$ cat config.mk
export PLATFORM = sky130hd
export DESIGN_NAME = tcc_timer_capture_compare
export DESIGN_NICKNAME = d
export VERILOG_FILES = /design/src/tcc_pkg.sv /design/src/tcc_sync_edge.sv /design/src/tcc_prescaler.sv /design/src/tcc_timer_capture_compare.sv
export SDC_FILE = /design/constraint.sdc
export NUM_CORES = 1
export LEC_CHECK = 0
export BUFFER_PORTS_ARGS = -buffer_cell sky130_fd_sc_hd__buf_4
export CELL_PAD_IN_SITES_DETAIL_PLACEMENT = 0
export CELL_PAD_IN_SITES_GLOBAL_PLACEMENT = 1
export CORE_MARGIN = 8
export CORE_UTILIZATION = 44
export CTS_BUF_LIST = sky130_fd_sc_hd__clkbuf_2 sky130_fd_sc_hd__clkbuf_4 sky130_fd_sc_hd__clkbuf_8
export DETAILED_ROUTE_END_ITERATION = 16
export PLACE_DENSITY = 0.85
export SLEW_MARGIN = 20
export SYNTH_ARGS = -nofsm -noshare
export SYNTH_HDL_FRONTEND = slang
export SYNTH_HIERARCHICAL = 1
export SYNTH_SLANG_ARGS = --single-unit
$ cat constraint.sdc
create_clock -name ref_clk -period 6.8 [get_ports ref_clk]
set_input_delay 1.36 -clock ref_clk [delete_from_list [all_inputs] [get_ports ref_clk]]
set_output_delay 1.36 -clock ref_clk [all_outputs]
set_load 0.01 [all_outputs]
$ cat src/tcc_pkg.sv
// constants, types and register map of the timer capture/compare unit
// Functional notes
// counter steps through prescaler dividing by 1, 2, 4 or 8
// source field: 00 halt, 01 clock/12, 11 pin, 10 test
// prescaler counts input rising edges; cleared on field change or clear
// counter not writable; cleared by reset or enabled clear-pin edge
// counter bytes read live with no holding latch
// idle holds counter and prescaler cleared and stopped
// four capture registers copy counter on selected edge, raise flag
// edge bit 2n+1 enables falling, bit 2n rising edge capture
// three compare registers matched against counter, flag on equality
// match 0 sets bits 0-5, match 1 clears them, match 2 toggles 6-7
// simultaneous set and clear matches clear bits 0 to 5
// compare registers cleared by reset
// software port access does not disturb match actions
// byte and wide overflow request one shared interrupt, each selectable
// flags never cleared by hardware; software clears each one
// control bit 7 wide select, bit 6 byte select, bit 5 clear enable
// flag register: bit 7 overflow, 6-4 compare, 3-0 capture
// per-bit enables gate set, clear and toggle actions
// a match is seen once when the counter steps onto the value
package tcc_pkg;

    // ==================================================
    // register addresses
    localparam logic [7:0] ADDR_CTRL = 8'hEA;
    localparam logic [7:0] ADDR_EDGE = 8'hEB;
    localparam logic [7:0] ADDR_FLAGS = 8'hC8;
    localparam logic [7:0] ADDR_SET_EN = 8'hEE;
    localparam logic [7:0] ADDR_CLR_TGL = 8'hEF;
    localparam logic [7:0] ADDR_CNT_LO = 8'h80;
    localparam logic [7:0] ADDR_CNT_HI = 8'h81;
    localparam logic [7:0] ADDR_CAP_BASE = 8'h82;
    localparam logic [7:0] ADDR_CMP_BASE = 8'h8A;
    localparam logic [7:0] ADDR_PORT = 8'h90;

    // ==================================================
    // field positions
    localparam int CTRL_WIDE_SEL = 7;
    localparam int CTRL_BYTE_SEL = 6;
    localparam int CTRL_EXT_CLR = 5;
    localparam int CTRL_BYTE_FLAG = 4;
    localparam int CTRL_PRE_LSB = 2;
    localparam int CTRL_SRC_LSB = 0;
    localparam int FLAG_WIDE = 7;
    localparam int FLAG_CMP_LSB = 4;
    localparam int FLAG_CAP_LSB = 0;
    localparam int SET_EN_BITS = 6;

    // ==================================================
    // source codes, counts and reset values
    localparam logic [1:0] SRC_HALT = 2'h0;
    localparam logic [1:0] SRC_OSC = 2'h1;
    localparam logic [1:0] SRC_TEST = 2'h2;
    localparam logic [1:0] SRC_PIN = 2'h3;
    localparam logic [3:0] OSC_DIV_LAST = 4'hB;
    localparam int NUM_CAP = 4;
    localparam int NUM_CMP = 3;
    localparam logic [7:0] RST_BYTE = 8'h00;
    localparam logic [15:0] RST_WORD = 16'h0000;
    localparam logic [2:0] RST_PRE = 3'h0;

    // ==================================================
    // types
    typedef struct packed {
        logic [7:0] addr;
        logic [7:0] wdata;
        logic wr;
        logic rd;
    } tcc_bus_req_t;

    typedef struct packed {
        logic [2:0] pre;
    } tcc_pre_state_t;

    typedef struct packed {
        logic [15:0] count;
        logic [3:0] div12;
        logic [7:0] ctrl;
        logic [7:0] edgeCtl;
        logic [7:0] flags;
        logic [5:0] setEn;
        logic [7:0] clrTgl;
        logic [7:0] port;
        logic [NUM_CAP-1:0][15:0] cap;
        logic [NUM_CMP-1:0][15:0] cmp;
        logic stepped;
        logic [7:0] rdata;
        logic ovfIrq;
        logic evtIrq;
    } tcc_state_t;

endpackage : tcc_pkg

$ cat src/tcc_sync_edge.sv
// two-flop synchroniser with rising and falling edge pulses
`timescale 1ns/1ns
module tcc_sync_edge
    import tcc_pkg::*;
#(
    parameter int WIDTH = 6
) (
    input wire logic ref_clk,
    input wire logic srst,
    input wire logic [WIDTH-1:0] asyncIn,
    output logic [WIDTH-1:0] rise,
    output logic [WIDTH-1:0] fall
);

    typedef struct packed {
        logic [WIDTH-1:0] s1;
        logic [WIDTH-1:0] s2;
        logic [WIDTH-1:0] s3;
    } tcc_sync_state_t;

    tcc_sync_state_t st;
    tcc_sync_state_t next_st;

    if (WIDTH < 1) begin : gChk
        $error("tcc_sync_edge: WIDTH must be at least 1");
    end

    // ==================================================
    // stages; only s2 looks at s1
    always_comb begin
        next_st.s1 = asyncIn;
        next_st.s2 = st.s1;
        next_st.s3 = st.s2;
    end

    always_ff @(posedge ref_clk) begin
        if (srst) begin
            st <= '0;
        end else begin
            st <= next_st;
        end
    end

    assign rise = st.s2 & ~st.s3;
    assign fall = ~st.s2 & st.s3;

endmodule : tcc_sync_edge

$ cat src/tcc_prescaler.sv
// divide-by-1/2/4/8 prescaler in front of the free counter
`timescale 1ns/1ns
module tcc_prescaler
    import tcc_pkg::*;
(
    input wire logic ref_clk,
    input wire logic srst,
    input wire logic tick,
    input wire logic clear,
    input wire logic [1:0] divSel,
    output logic step
);

    tcc_pre_state_t st;
    tcc_pre_state_t next_st;
    logic [2:0] mask;

    // ==================================================
    // divider
    always_comb begin
        mask = 3'((4'h1 << divSel) - 4'h1);
        next_st = st;
        if (clear) begin
            next_st.pre = RST_PRE;
        end else if (tick) begin
            next_st.pre = st.pre + 3'h1;
        end
    end

    always_ff @(posedge ref_clk) begin
        if (srst) begin
            st.pre <= RST_PRE;
        end else begin
            st <= next_st;
        end
    end

    // a clear in the same cycle swallows the tick
    assign step = tick && !clear && ((st.pre & mask) == mask);

endmodule : tcc_prescaler

$ cat src/tcc_timer_capture_compare.sv
// free counter with capture, compare, port actions and register file
//
// Our own choice: strobed register access.
`timescale 1ns/1ns
module tcc_timer_capture_compare
    import tcc_pkg::*;
(
    input wire logic ref_clk,
    input wire logic srst,
    input wire tcc_bus_req_t busReq,
    output logic [7:0] rdata,
    input wire logic idleMode,
    input wire logic [NUM_CAP-1:0] captureInput,
    input wire logic extClockPin,
    input wire logic counterClearInput,
    output logic [7:0] portOut,
    output logic irqOverflow,
    output logic irqEvent
);

    tcc_state_t st;
    tcc_state_t next_st;

    // ==================================================
    // the edge and flag registers hold every unit in one byte
    if (2 * NUM_CAP > 8 || NUM_CAP + NUM_CMP + 1 > 8) begin : gFit
        $error("tcc_timer_capture_compare: unit counts overflow a byte");
    end

    // ==================================================
    // pin synchronisers and prescaler
    logic [NUM_CAP+1:0] pinRise;
    logic [NUM_CAP+1:0] pinFall;
    logic preTick;
    logic preClear;
    logic preStep;

    tcc_sync_edge #(
        .WIDTH(NUM_CAP + 2)
    ) uSync (
        .ref_clk(ref_clk),
        .srst(srst),
        .asyncIn({counterClearInput, extClockPin, captureInput}),
        .rise(pinRise),
        .fall(pinFall)
    );

    tcc_prescaler uPre (
        .ref_clk(ref_clk),
        .srst(srst),
        .tick(preTick),
        .clear(preClear),
        .divSel(st.ctrl[CTRL_PRE_LSB+:2]),
        .step(preStep)
    );

    // ==================================================
    // helpers
    function automatic logic wrHit(tcc_bus_req_t r, logic [7:0] a);
        return r.wr && (r.addr == a);
    endfunction : wrHit

    logic [1:0] src;
    logic osc12;
    logic cntClear;
    logic fieldChange;
    logic [NUM_CMP-1:0] match;
    logic [NUM_CAP-1:0] capHit;
    logic [7:0] rdNext;
    logic [7:0] portBase;

    // ==================================================
    // counter path
    always_comb begin
        src = st.ctrl[CTRL_SRC_LSB+:2];
        osc12 = (st.div12 == OSC_DIV_LAST);
        // halt and the test code give no ticks
        unique case (src)
            SRC_OSC: preTick = osc12;
            SRC_PIN: preTick = pinRise[NUM_CAP];
            SRC_HALT, SRC_TEST: preTick = 1'b0;
        endcase

        cntClear = idleMode
            || (pinRise[NUM_CAP+1] && st.ctrl[CTRL_EXT_CLR]);
        fieldChange = wrHit(busReq, ADDR_CTRL)
            && (busReq.wdata[3:0] != st.ctrl[3:0]);
        preClear = cntClear || fieldChange; // see R3
    end

    // ==================================================
    // next state
    always_comb begin
        next_st = st;
        match = '0;
        capHit = '0;
        portBase = st.port;

        // divide-by-12 machine-cycle tick
        if (idleMode || src != SRC_OSC || osc12) begin
            next_st.div12 = 4'h0;
        end else begin
            next_st.div12 = st.div12 + 4'h1;
        end

        // software-written registers
        if (wrHit(busReq, ADDR_CTRL)) begin
            next_st.ctrl = busReq.wdata;
        end
        if (wrHit(busReq, ADDR_EDGE)) begin
            next_st.edgeCtl = busReq.wdata;
        end
        if (wrHit(busReq, ADDR_FLAGS)) begin
            next_st.flags = busReq.wdata;
        end
        if (wrHit(busReq, ADDR_SET_EN)) begin
            next_st.setEn = busReq.wdata[SET_EN_BITS-1:0];
        end
        if (wrHit(busReq, ADDR_CLR_TGL)) begin
            next_st.clrTgl = busReq.wdata;
        end
        if (wrHit(busReq, ADDR_PORT)) begin
            portBase = busReq.wdata;
        end
        for (int n = 0; n < NUM_CMP; n++) begin
            if (wrHit(busReq, ADDR_CMP_BASE + 8'(2 * n))) begin
                next_st.cmp[n][7:0] = busReq.wdata;
            end
            if (wrHit(busReq, ADDR_CMP_BASE + 8'(2 * n + 1))) begin
                next_st.cmp[n][15:8] = busReq.wdata;
            end
        end

        // free counter; no write path exists
        if (cntClear) begin
            next_st.count = RST_WORD; // see R4
        end else if (preStep) begin
            next_st.count = st.count + 16'h0001;
            if (st.count[7:0] == 8'hFF) begin
                next_st.ctrl[CTRL_BYTE_FLAG] = 1'b1; // see R14
            end
            if (st.count == 16'hFFFF) begin
                next_st.flags[FLAG_WIDE] = 1'b1; // see R14
            end
        end
        next_st.stepped = (next_st.count != st.count);

        // captures; the hardware set wins over a same-cycle clear
        for (int n = 0; n < NUM_CAP; n++) begin
            capHit[n] = (pinRise[n] && st.edgeCtl[2*n])
                || (pinFall[n] && st.edgeCtl[2*n+1]);
            if (capHit[n]) begin
                next_st.cap[n] = st.count;
                next_st.flags[FLAG_CAP_LSB+n] = 1'b1; // see R7
            end
        end

        // compares are looked at only after the counter moved, so a
        // halted counter sitting on the value does not refire
        for (int n = 0; n < NUM_CMP; n++) begin
            match[n] = st.stepped && (st.count == st.cmp[n]); // see R9
            if (match[n]) begin
                next_st.flags[FLAG_CMP_LSB+n] = 1'b1; // see R9
            end
        end

        // port actions act on top of any software write
        next_st.port = portBase;
        for (int i = 0; i < SET_EN_BITS; i++) begin
            if (match[1] && st.clrTgl[i]) begin
                next_st.port[i] = 1'b0; // see R10 see R11
            end else if (match[0] && st.setEn[i]) begin
                next_st.port[i] = 1'b1; // see R10
            end
        end
        for (int i = SET_EN_BITS; i < 8; i++) begin
            if (match[2] && st.clrTgl[i]) begin
                next_st.port[i] = ~portBase[i]; // see R10
            end
        end

        // requests follow the sticky flags
        next_st.ovfIrq = (next_st.flags[FLAG_WIDE]
            && next_st.ctrl[CTRL_WIDE_SEL])
            || (next_st.ctrl[CTRL_BYTE_FLAG]
            && next_st.ctrl[CTRL_BYTE_SEL]);
        next_st.evtIrq = |next_st.flags[FLAG_WIDE-1:0];

        // read data in the cycle after the strobe only
        next_st.rdata = busReq.rd ? rdNext : RST_BYTE;
    end

    // ==================================================
    // read decode
    always_comb begin
        rdNext = RST_BYTE;
        unique case (busReq.addr)
            ADDR_CTRL: rdNext = st.ctrl;
            ADDR_EDGE: rdNext = st.edgeCtl;
            ADDR_FLAGS: rdNext = st.flags;
            ADDR_SET_EN: rdNext = {st.port[7:6], st.setEn};
            ADDR_CLR_TGL: rdNext = st.clrTgl;
            ADDR_PORT: rdNext = st.port;
            // live bytes: a carry between two reads can tear the pair
            ADDR_CNT_LO: rdNext = st.count[7:0];
            ADDR_CNT_HI: rdNext = st.count[15:8];
            default: rdNext = RST_BYTE;
        endcase
        for (int n = 0; n < NUM_CAP; n++) begin
            if (busReq.addr == ADDR_CAP_BASE + 8'(2 * n)) begin
                rdNext = st.cap[n][7:0];
            end
            if (busReq.addr == ADDR_CAP_BASE + 8'(2 * n + 1)) begin
                rdNext = st.cap[n][15:8];
            end
        end
        for (int n = 0; n < NUM_CMP; n++) begin
            if (busReq.addr == ADDR_CMP_BASE + 8'(2 * n)) begin
                rdNext = st.cmp[n][7:0];
            end
            if (busReq.addr == ADDR_CMP_BASE + 8'(2 * n + 1)) begin
                rdNext = st.cmp[n][15:8];
            end
        end
    end

    // ==================================================
    // state register
    always_ff @(posedge ref_clk) begin
        if (srst) begin
            st.count <= RST_WORD;
            st.div12 <= 4'h0;
            st.ctrl <= RST_BYTE;
            st.edgeCtl <= RST_BYTE;
            st.flags <= RST_BYTE;
            st.setEn <= '0;
            st.clrTgl <= RST_BYTE;
            st.port <= RST_BYTE;
            st.cap <= '0;
            st.cmp <= '0;
            st.stepped <= 1'b0;
            st.rdata <= RST_BYTE;
            st.ovfIrq <= 1'b0;
            st.evtIrq <= 1'b0;
        end else begin
            st <= next_st;
        end
    end

    // ==================================================
    // outputs
    assign rdata = st.rdata;
    assign portOut = st.port;
    assign irqOverflow = st.ovfIrq;
    assign irqEvent = st.evtIrq;

endmodule : tcc_timer_capture_compare

======== Word level (Yosys, flattened, before mapping) ========
Index checks and enable logic that the tools add are counted.
cells by class
  $add $sub $neg .......................... 4
  equal/unequal tests ..................... 35
  reductions and logical operators ........ 71
  muxes and demuxes ....................... 42
  bitwise logic cells ..................... 8
  shift operators ......................... 1
operator list
  kind                                           count
  == test 8 bit, second input constant           23
  two-way mux 8 bit                              17
  case mux 8 bit (8 select lines)                1
  == test 16 bit                                 3
  logical AND 1 bit                              43
  two-way mux 16 bit                             2
  two-way mux 1 bit                              21
  OR reduction 2 bit                             10
  adder 16 x 1 -> 16 bit, second input constant  1
  == test 16 bit, second input constant          1
  inequality test 16 bit                         1
  nonzero test 2 bit                             6
  logical OR 1 bit                               9
  OR reduction 7 bit                             1
  bitwise AND 6 bit                              1
  inverter 6 bit                                 1
  adder 4 x 1 -> 4 bit, second input constant    1
  bitwise AND 4 bit                              1
  == test 2 bit, second input constant           2
  == test 4 bit, second input constant           1
  inequality test 4 bit                          1
  inverter 4 bit                                 1
  adder 3 x 1 -> 3 bit, second input constant    1
  bitwise AND 3 bit                              1
  other kinds (9)                                11
storage, ports and cells
  output and inout port bits .............. 18
  flip-flop bits (word level) ............. 210
  input port bits ......................... 27

======== Logic depth before layout (Yosys ltp) ========
Gate-level depths: netlist of run 1.
  depth after elaboration ................. 16
  gate-level depth with buffers ........... 14
  gate-level depth less buffers ........... 13

======== Hierarchy ========
The synthesis of run 1 kept the hierarchy.
modules (own cells, without submodules)
  module                     area each (um^2)  times used  seq. area each (um^2)  cells each
  tcc_timer_capture_compare  9733.1            1           3783.6                 1163
  tcc_sync_edge              564.3             1           360.3                  49
  tcc_prescaler              152.6             1           60.1                   17

======== Least setup slack after synthesis of run 1 ========
OpenSTA, ideal clock, no wires.
  path kind ............................... input -> register
  start ................................... input port busReq[17] (netlist bit)
  end ..................................... register st[188] (netlist bit)
  buffers on the path ..................... 2
  stages on the path ...................... 14
  path slack .............................. 3152 ps
  arrival time ............................ 3578 ps
  cell sequence ........................... and4b_1 > buf_2 > nand2_1 > nor2_4 > o41ai_1 > nand2_1 > nor2b_1 > o21ai_1 > a21oi_1 > and3_1 > clkbuf_1 > nand3_1 > or3_1 > a21oi_1
between the ends
  longest elaborated chain between the ends .. 9
ends and longest elaborated chain
  what                             line                              RTL
  from (decl)                      tcc_timer_capture_compare.sv:10   input wire tcc_bus_req_t busReq,
  == test 8 bit                    tcc_timer_capture_compare.sv:60   return r.wr && (r.addr == a);
  logical AND 1 bit                tcc_timer_capture_compare.sv:60
  logical AND 1 bit                tcc_timer_capture_compare.sv:87   && (busReq.wdata[3:0] != st.ctrl[3:0]);
  logical OR 1 bit                 tcc_timer_capture_compare.sv:88   preClear = cntClear || fieldChange;
  via preClear                     tcc_timer_capture_compare.sv:35   logic preClear;
  zero test 1 bit                  tcc_prescaler.sv:39               assign step = tick && !clear && ((st.pre & mask) == mask);
  logical AND 1 bit (2 in series)  tcc_prescaler.sv:39
  via preStep                      tcc_timer_capture_compare.sv:36   logic preStep;
  two-way mux 16 bit               tcc_timer_capture_compare.sv:137  end else if (preStep) begin
  two-way mux 16 bit               tcc_timer_capture_compare.sv:135  if (cntClear) begin
  to (signal assigned)             tcc_timer_capture_compare.sv:246  st <= next_st;
  to (decl)                        tcc_timer_capture_compare.sv:21   tcc_state_t st;
The timed path passes the listed nets, and every way through them passes these cells.
A chain may end at the register's enable or synchronous reset.

======== Worst setup path in the final report of run 1 ========
  start ................................... input port busReq[11] (netlist bit)
  end ..................................... register st[183] (netlist bit)
The elaborated chain is that of the path after synthesis.

==> results of run 1 <==
[registers in the layout, summed over array words and instances, names as in the netlist]
signal,count
uSync/st,6
uSync/next_st,12
rdata,8
irqEvent,1
src,2
portOut,8
uPre/st,3
st,169
irqOverflow,1
[per-layer routing]
| metal | global-route usage, % | wire length [µm] | vias to the layer above |
|---|---|---|---|
| met1 | 30.3 | 14600 | 4452 |
| met4 | 11.7 | 1590 | 4 |
| met2 | 37.3 | 15400 | 482 |
| li1 | - | - | 4293 |
| met3 | 6.05 | 3110 | 118 |
| met5 | 0 | 27 | - |
[placed cells by master (no fill, tap or decap), types with 6 or more instances in the layout]
cell type,n
o21ai_0,20
clkbuf_4,12
and2_1,8
a21oi_1,115
nand4_1,17
xor2_1,27
a22oi_1,13
clkinv_2,8
a221oi_1,7
mux2_2,23
clkbuf_8,43
nand3_2,6
mux2i_1,97
nand3_1,27
and3_1,10
nand2_1,169
o221ai_1,7
o22ai_1,19
nor4_1,8
nor2b_1,29
buf_4,61
inv_1,10
xnor2_1,41
dfxtp_1,210
and2b_1,7
a211oi_1,12
nor3_1,7
nand2b_1,8
nor2_1,128
[metrics by stage]
step | utilization (%) | setup slack [ps] | area, µm² | std cells
6_report | 49.4 | 2980 | 11600 | 1566
5_1_grt | 49.4 | 2730 | 11600 | 1566
4_1_cts | 49.4 | 3020 | 11600 | 1566
3_5_place_dp | 46.2 | 2450 | 10800 | 1500
3_3_place_gp | 46.2 | 2580 | 10800 | 1500
2_1_floorplan | - | 3150 | 10400 | 1227
[where the power goes]
part           switching [mW]  internal [mW]  total, mW
clock network           0.546          0.651       1.20
registers             0.00256           1.24       1.24
logic                  0.0974         0.0371      0.135
total                   0.646           1.92       2.57
[worst max-delay path: cells and delay by family]
family,cells,cell delay (ps)
buf+inv,2,480
simple gates,8,1660
compound gates,4,710
[area by class of cell]
class / instances / area, µm²
clock buffer: 55 / 682
tap: 319 / 399
clock inverter: 11 / 73.8
sequential: 210 / 4200
multi-input combinational: 899 / 5700
inverter: 10 / 37.5
fill: 2291 / 11800
timing repair buffer: 62 / 469
[worst paths after layout]
path / slack [ps] / from / to
worst max-delay path: 2980 / busReq[11] / st[183]
worst max register to register: 3920 / st[164] / st[183]
worst min register to register: 440 / uSync/next_st[11] / uSync/next_st[5]
worst min-delay path: 440 / uSync/next_st[11] / uSync/next_st[5]
==> out/metrics.csv, run 1 <==
metric,value,unit
status,"finished, final reports clean",
DP Wirelength,23.7,mm
max-slew violation total from the final report,0,
die width,170,µm
Slew @ Worst Pin,1060,ps
slowest CP cell,a21oi_1,
Clock Pin Slew Worst Setup and Hold Paths,50,ps
Tmin final,3820,ps
GRT Total Usage,23.9,%
required time of the worst setup path,7250,ps
hold path cells,1,
drt first-iter violations,1006,
Final ANT Viol Nets,0,
Total Nets Final,1251,
Post-CTS Resized,0,
Starting Density,44.6,%
cells on worst reg2reg path,11,
clk buf depth,3,
max_cap viols,0,
fin crit share,56.1,%
Syn Inst Count,1227,
ant diodes,0,
CP max stage delay,410,ps
FMAX,262,MHz
vias per cell,5.97,
placer's final routability congestion estimate,0.980,
Die Y,170,µm
most frequent CP cell,nand2_1,
TNS Setup,0,ps
CP Capture Type,flop,
Max-slew headroom,29.2,%
Ys Warns,6,
clk sinks,210,
critical path class,in2reg,
Setup-failing EPs final,0,
Syn-to-layout area delta,10.8,%
peak supply drop,0.193,mV
Core Area,0.0234,mm²
I/O pins,45,
Static Leakage,4.53,nW
Power Dens Cells,222,mW/mm²
largest net degree at the start of global routing,100,
htree depth,2,
initial antenna violation count,2,
worst hold-check path type,reg2reg,
CP arrival,4270,ps
number of CTS-inserted buffers,38,
RSZ-0062 raised after global routing,false,
grt ovf,0,
first-pass GRT wire length,53.5,mm
post-CTS setup buffer count,0,
length of the first detailed-routing pass in iterations,6,
Critical Path Start Type,input pin,
row count,56,
worst skew pair latency,550,ps
drt wl/cell,22.2,µm
number of global-route vias before repair,8953,
CTS tree,built,
full die area,0.0289,mm²
Max Clock Skew,25.5,ps
DRC,0,
crit-path cells,buf_4 > nor2b_1 > nand2_1 > nor2_4 > o41ai_1 > nand2_1 > nor2b_1 > o21ai_1 > a21oi_1 > nand2_1 > inv_1 > nand3_1 > or3_1 > a21oi_1,
crit-path max FO,72,
Port Buffers,44,
Routed WL,34.7,mm
syn avg cell area,8.51,µm²
worst hold slack,436,ps
total power,2.57,mW
share of cells above drive strength 1,14.0,%
post-synthesis instance area,0.0104,mm²
vias,9349,
Fin. Hold Viols,0,
hold_buf cts,0,
syn_nets,1257,
CTS Root Cell,clkbuf_8,
(Power assumes the default switching activity.)
==> run 2, diff against run 1 <==
Settings changed: ABC_AREA from default to 1, PLACE_DENSITY 0.85 to 0.88.
Clock period 6.8 ns to 3.6 ns, I/O delays scaled along.
==> out/metrics.csv, run 2 <==
metric,value,unit
Post-DP Area,0.0105,mm²
Power Dens Cells,439,mW/mm²
cells on worst reg2reg path,18,
share of cells above drive strength 1,13.3,%
required time of the worst setup path,4000,ps
die width,167,µm
peak supply drop,0.310,mV
hold_buf cts,0,
worst skew pair latency,550,ps
initial antenna violation count,0,
slowest CP cell,a21oi_1,
RSZ-0062 raised after global routing,false,
worst hold-check path type,in2reg,
htree depth,2,
placer's final routability congestion estimate,0.975,
DRC,0,
vias,9959,
Slew @ Worst Pin,686,ps
CTS Root Cell,clkbuf_8,
Multi-input gate area,0.00468,mm²
Register Area,0.00420,mm²
first-pass GRT wire length,53.3,mm
Static Leakage,4.59,nW
Post-Layout Cell Count,1772,
DP Cell Count,1702,
total power,4.99,mW
crit path capture,st[188],
Filler cells,2241,
clk sinks,210,
critical path class,reg2reg,
post-synthesis instance area,0.00999,mm²
post-CTS setup buffer count,0,
vias per cell,5.62,
Max Clock Skew,33.3,ps
I/O pins,45,
crit-path cells,ha_1 > nand3_1 > a21oi_1 > inv_2 > or2_1 > a21oi_2 > nand2_1 > nor3_2 > nand2_1 > nor2_2 > inv_2 > nor3_2 > nand3_2 > nor2_4 > nand3_1 > nor2_2 > xor2_1 > nor3_1,
"worst slack, placed",63.5,ps
Ys Warns,6,
full die area,0.0278,mm²
setup ws final,386,ps
Tmin final,3210,ps
syn_nets,1454,
Die Y,167,µm
"commonest non-fill, non-tap cell in the layout",nand2_1,
CP max stage delay,380,ps
Final ANT Viol Nets,0,
number of global-route vias before repair,9019,
drt wl/cell,19.7,µm
CP Capture Type,flop,
fin area,0.0114,mm²
reg-to-reg startpoint,st[169],
most frequent cells in the layout,"nand2_1 (221), dfxtp_1 (210), a21oi_1 (174), o21ai_0 (172), inv_1 (158)",
Core Area,0.0224,mm²
max_cap viols,0,
CP arrival,3620,ps
Critical Path Start Type,flop,
ant diodes,0,
TNS Setup,0,ps
drt first-iter violations,1147,
Clock Pin Slew Worst Setup and Hold Paths,60,ps
largest register by flop count,st,
CP Launch Point,st[169],
largest net degree at the start of global routing,61,
Port Buffers,44,
Syn Inst Count,1424,
worst reg2reg setup slack,390,ps
FMAX,311,MHz
length of the first detailed-routing pass in iterations,6,
Setup-failing EPs final,0,
fin crit share,89.3,%
clk buf depth,3,
max-slew violation total from the final report,0,
Routed WL,34.9,mm
Starting Density,44.5,%
grt ovf,0,
Fin. Hold Viols,0,
DP Wirelength,24.7,mm
Post-CTS Resized,0,
max reg flops,169,
R2R Path End,st[188],
Total Nets Final,1487,
GRT Total Usage,24.4,%
syn avg cell area,7.02,µm²
row count,55,
status,"finished, final reports clean",
Syn-to-layout area delta,13.7,%
CTS tree,built,
crit-path max FO,5,
Max-slew headroom,54.3,%
number of CTS-inserted buffers,38,
[run 2: cell types whose count changed in the layout (fill, tap and decap cells not counted), moves of 23 or more]
cell,before,now
nand2_1,169,221
xnor2_1,41,4
nor2b_1,29,0
o21ai_0,20,172
a21oi_1,115,174
nor2_1,128,151
mux2_2,23,0
nand3_1,27,73
inv_1,10,158
mux2i_1,97,0
[run 2: area by class of cell]
class / count / share of cell area (%)
inverters: 180 / 5.97
repair buffers: 79 / 5.22
clock inverters: 5 / 0.297
well taps: 285 / 3.14
flip-flops and latches: 210 / 37.0
clock buffers: 65 / 7.16
multi-input cells: 948 / 41.2
[run 2: metrics by stage]
step	hold slack, ps	util, %
after CTS	369	50.6
after detailed placement	395	46.8
after floorplan	388	-
final	388	50.6
after global routing	381	50.6
after global placement	390	46.8
[run 2: worst min-delay path by stage]
stage	start	end	slack [ps]	cells after the start
after floorplan	uSync/next_st[6]	uSync/next_st[0]	390	2
after global placement	uSync/next_st[7]	uSync/next_st[1]	390	2
after detailed placement	uSync/next_st[8]	uSync/next_st[2]	400	2
after CTS	captureInput[2]	uSync/next_st[8]	370	3
after global routing	captureInput[0]	uSync/next_st[6]	380	3
final	captureInput[0]	uSync/next_st[6]	390	3
[run 2: critical path: cells and delay by family, from the launching register on]
kind	cells	cell delay, ps
AND/OR/NAND/NOR	12	1610
AO/OA/AOI/OAI	2	610
buffers and inverters	2	140
adder cells (fa/ha/maj)	1	190
XOR/XNOR	1	150
flip-flops	1	350
[run 2: where the power goes]
part	switching (mW)	internal, mW
combinational	0.145	0.0552
clock	1.02	1.43
sequential	0.00465	2.34
[run 2: per-layer routing]
layer | vias up | GRT usage (%) | routed length [µm]
met4 | 0 | 9.24 | 962
met5 | - | 0 | 0
met3 | 70 | 4.85 | 3540
li1 | 4754 | - | -
met1 | 4612 | 33.9 | 15200
met2 | 523 | 36.6 | 15200
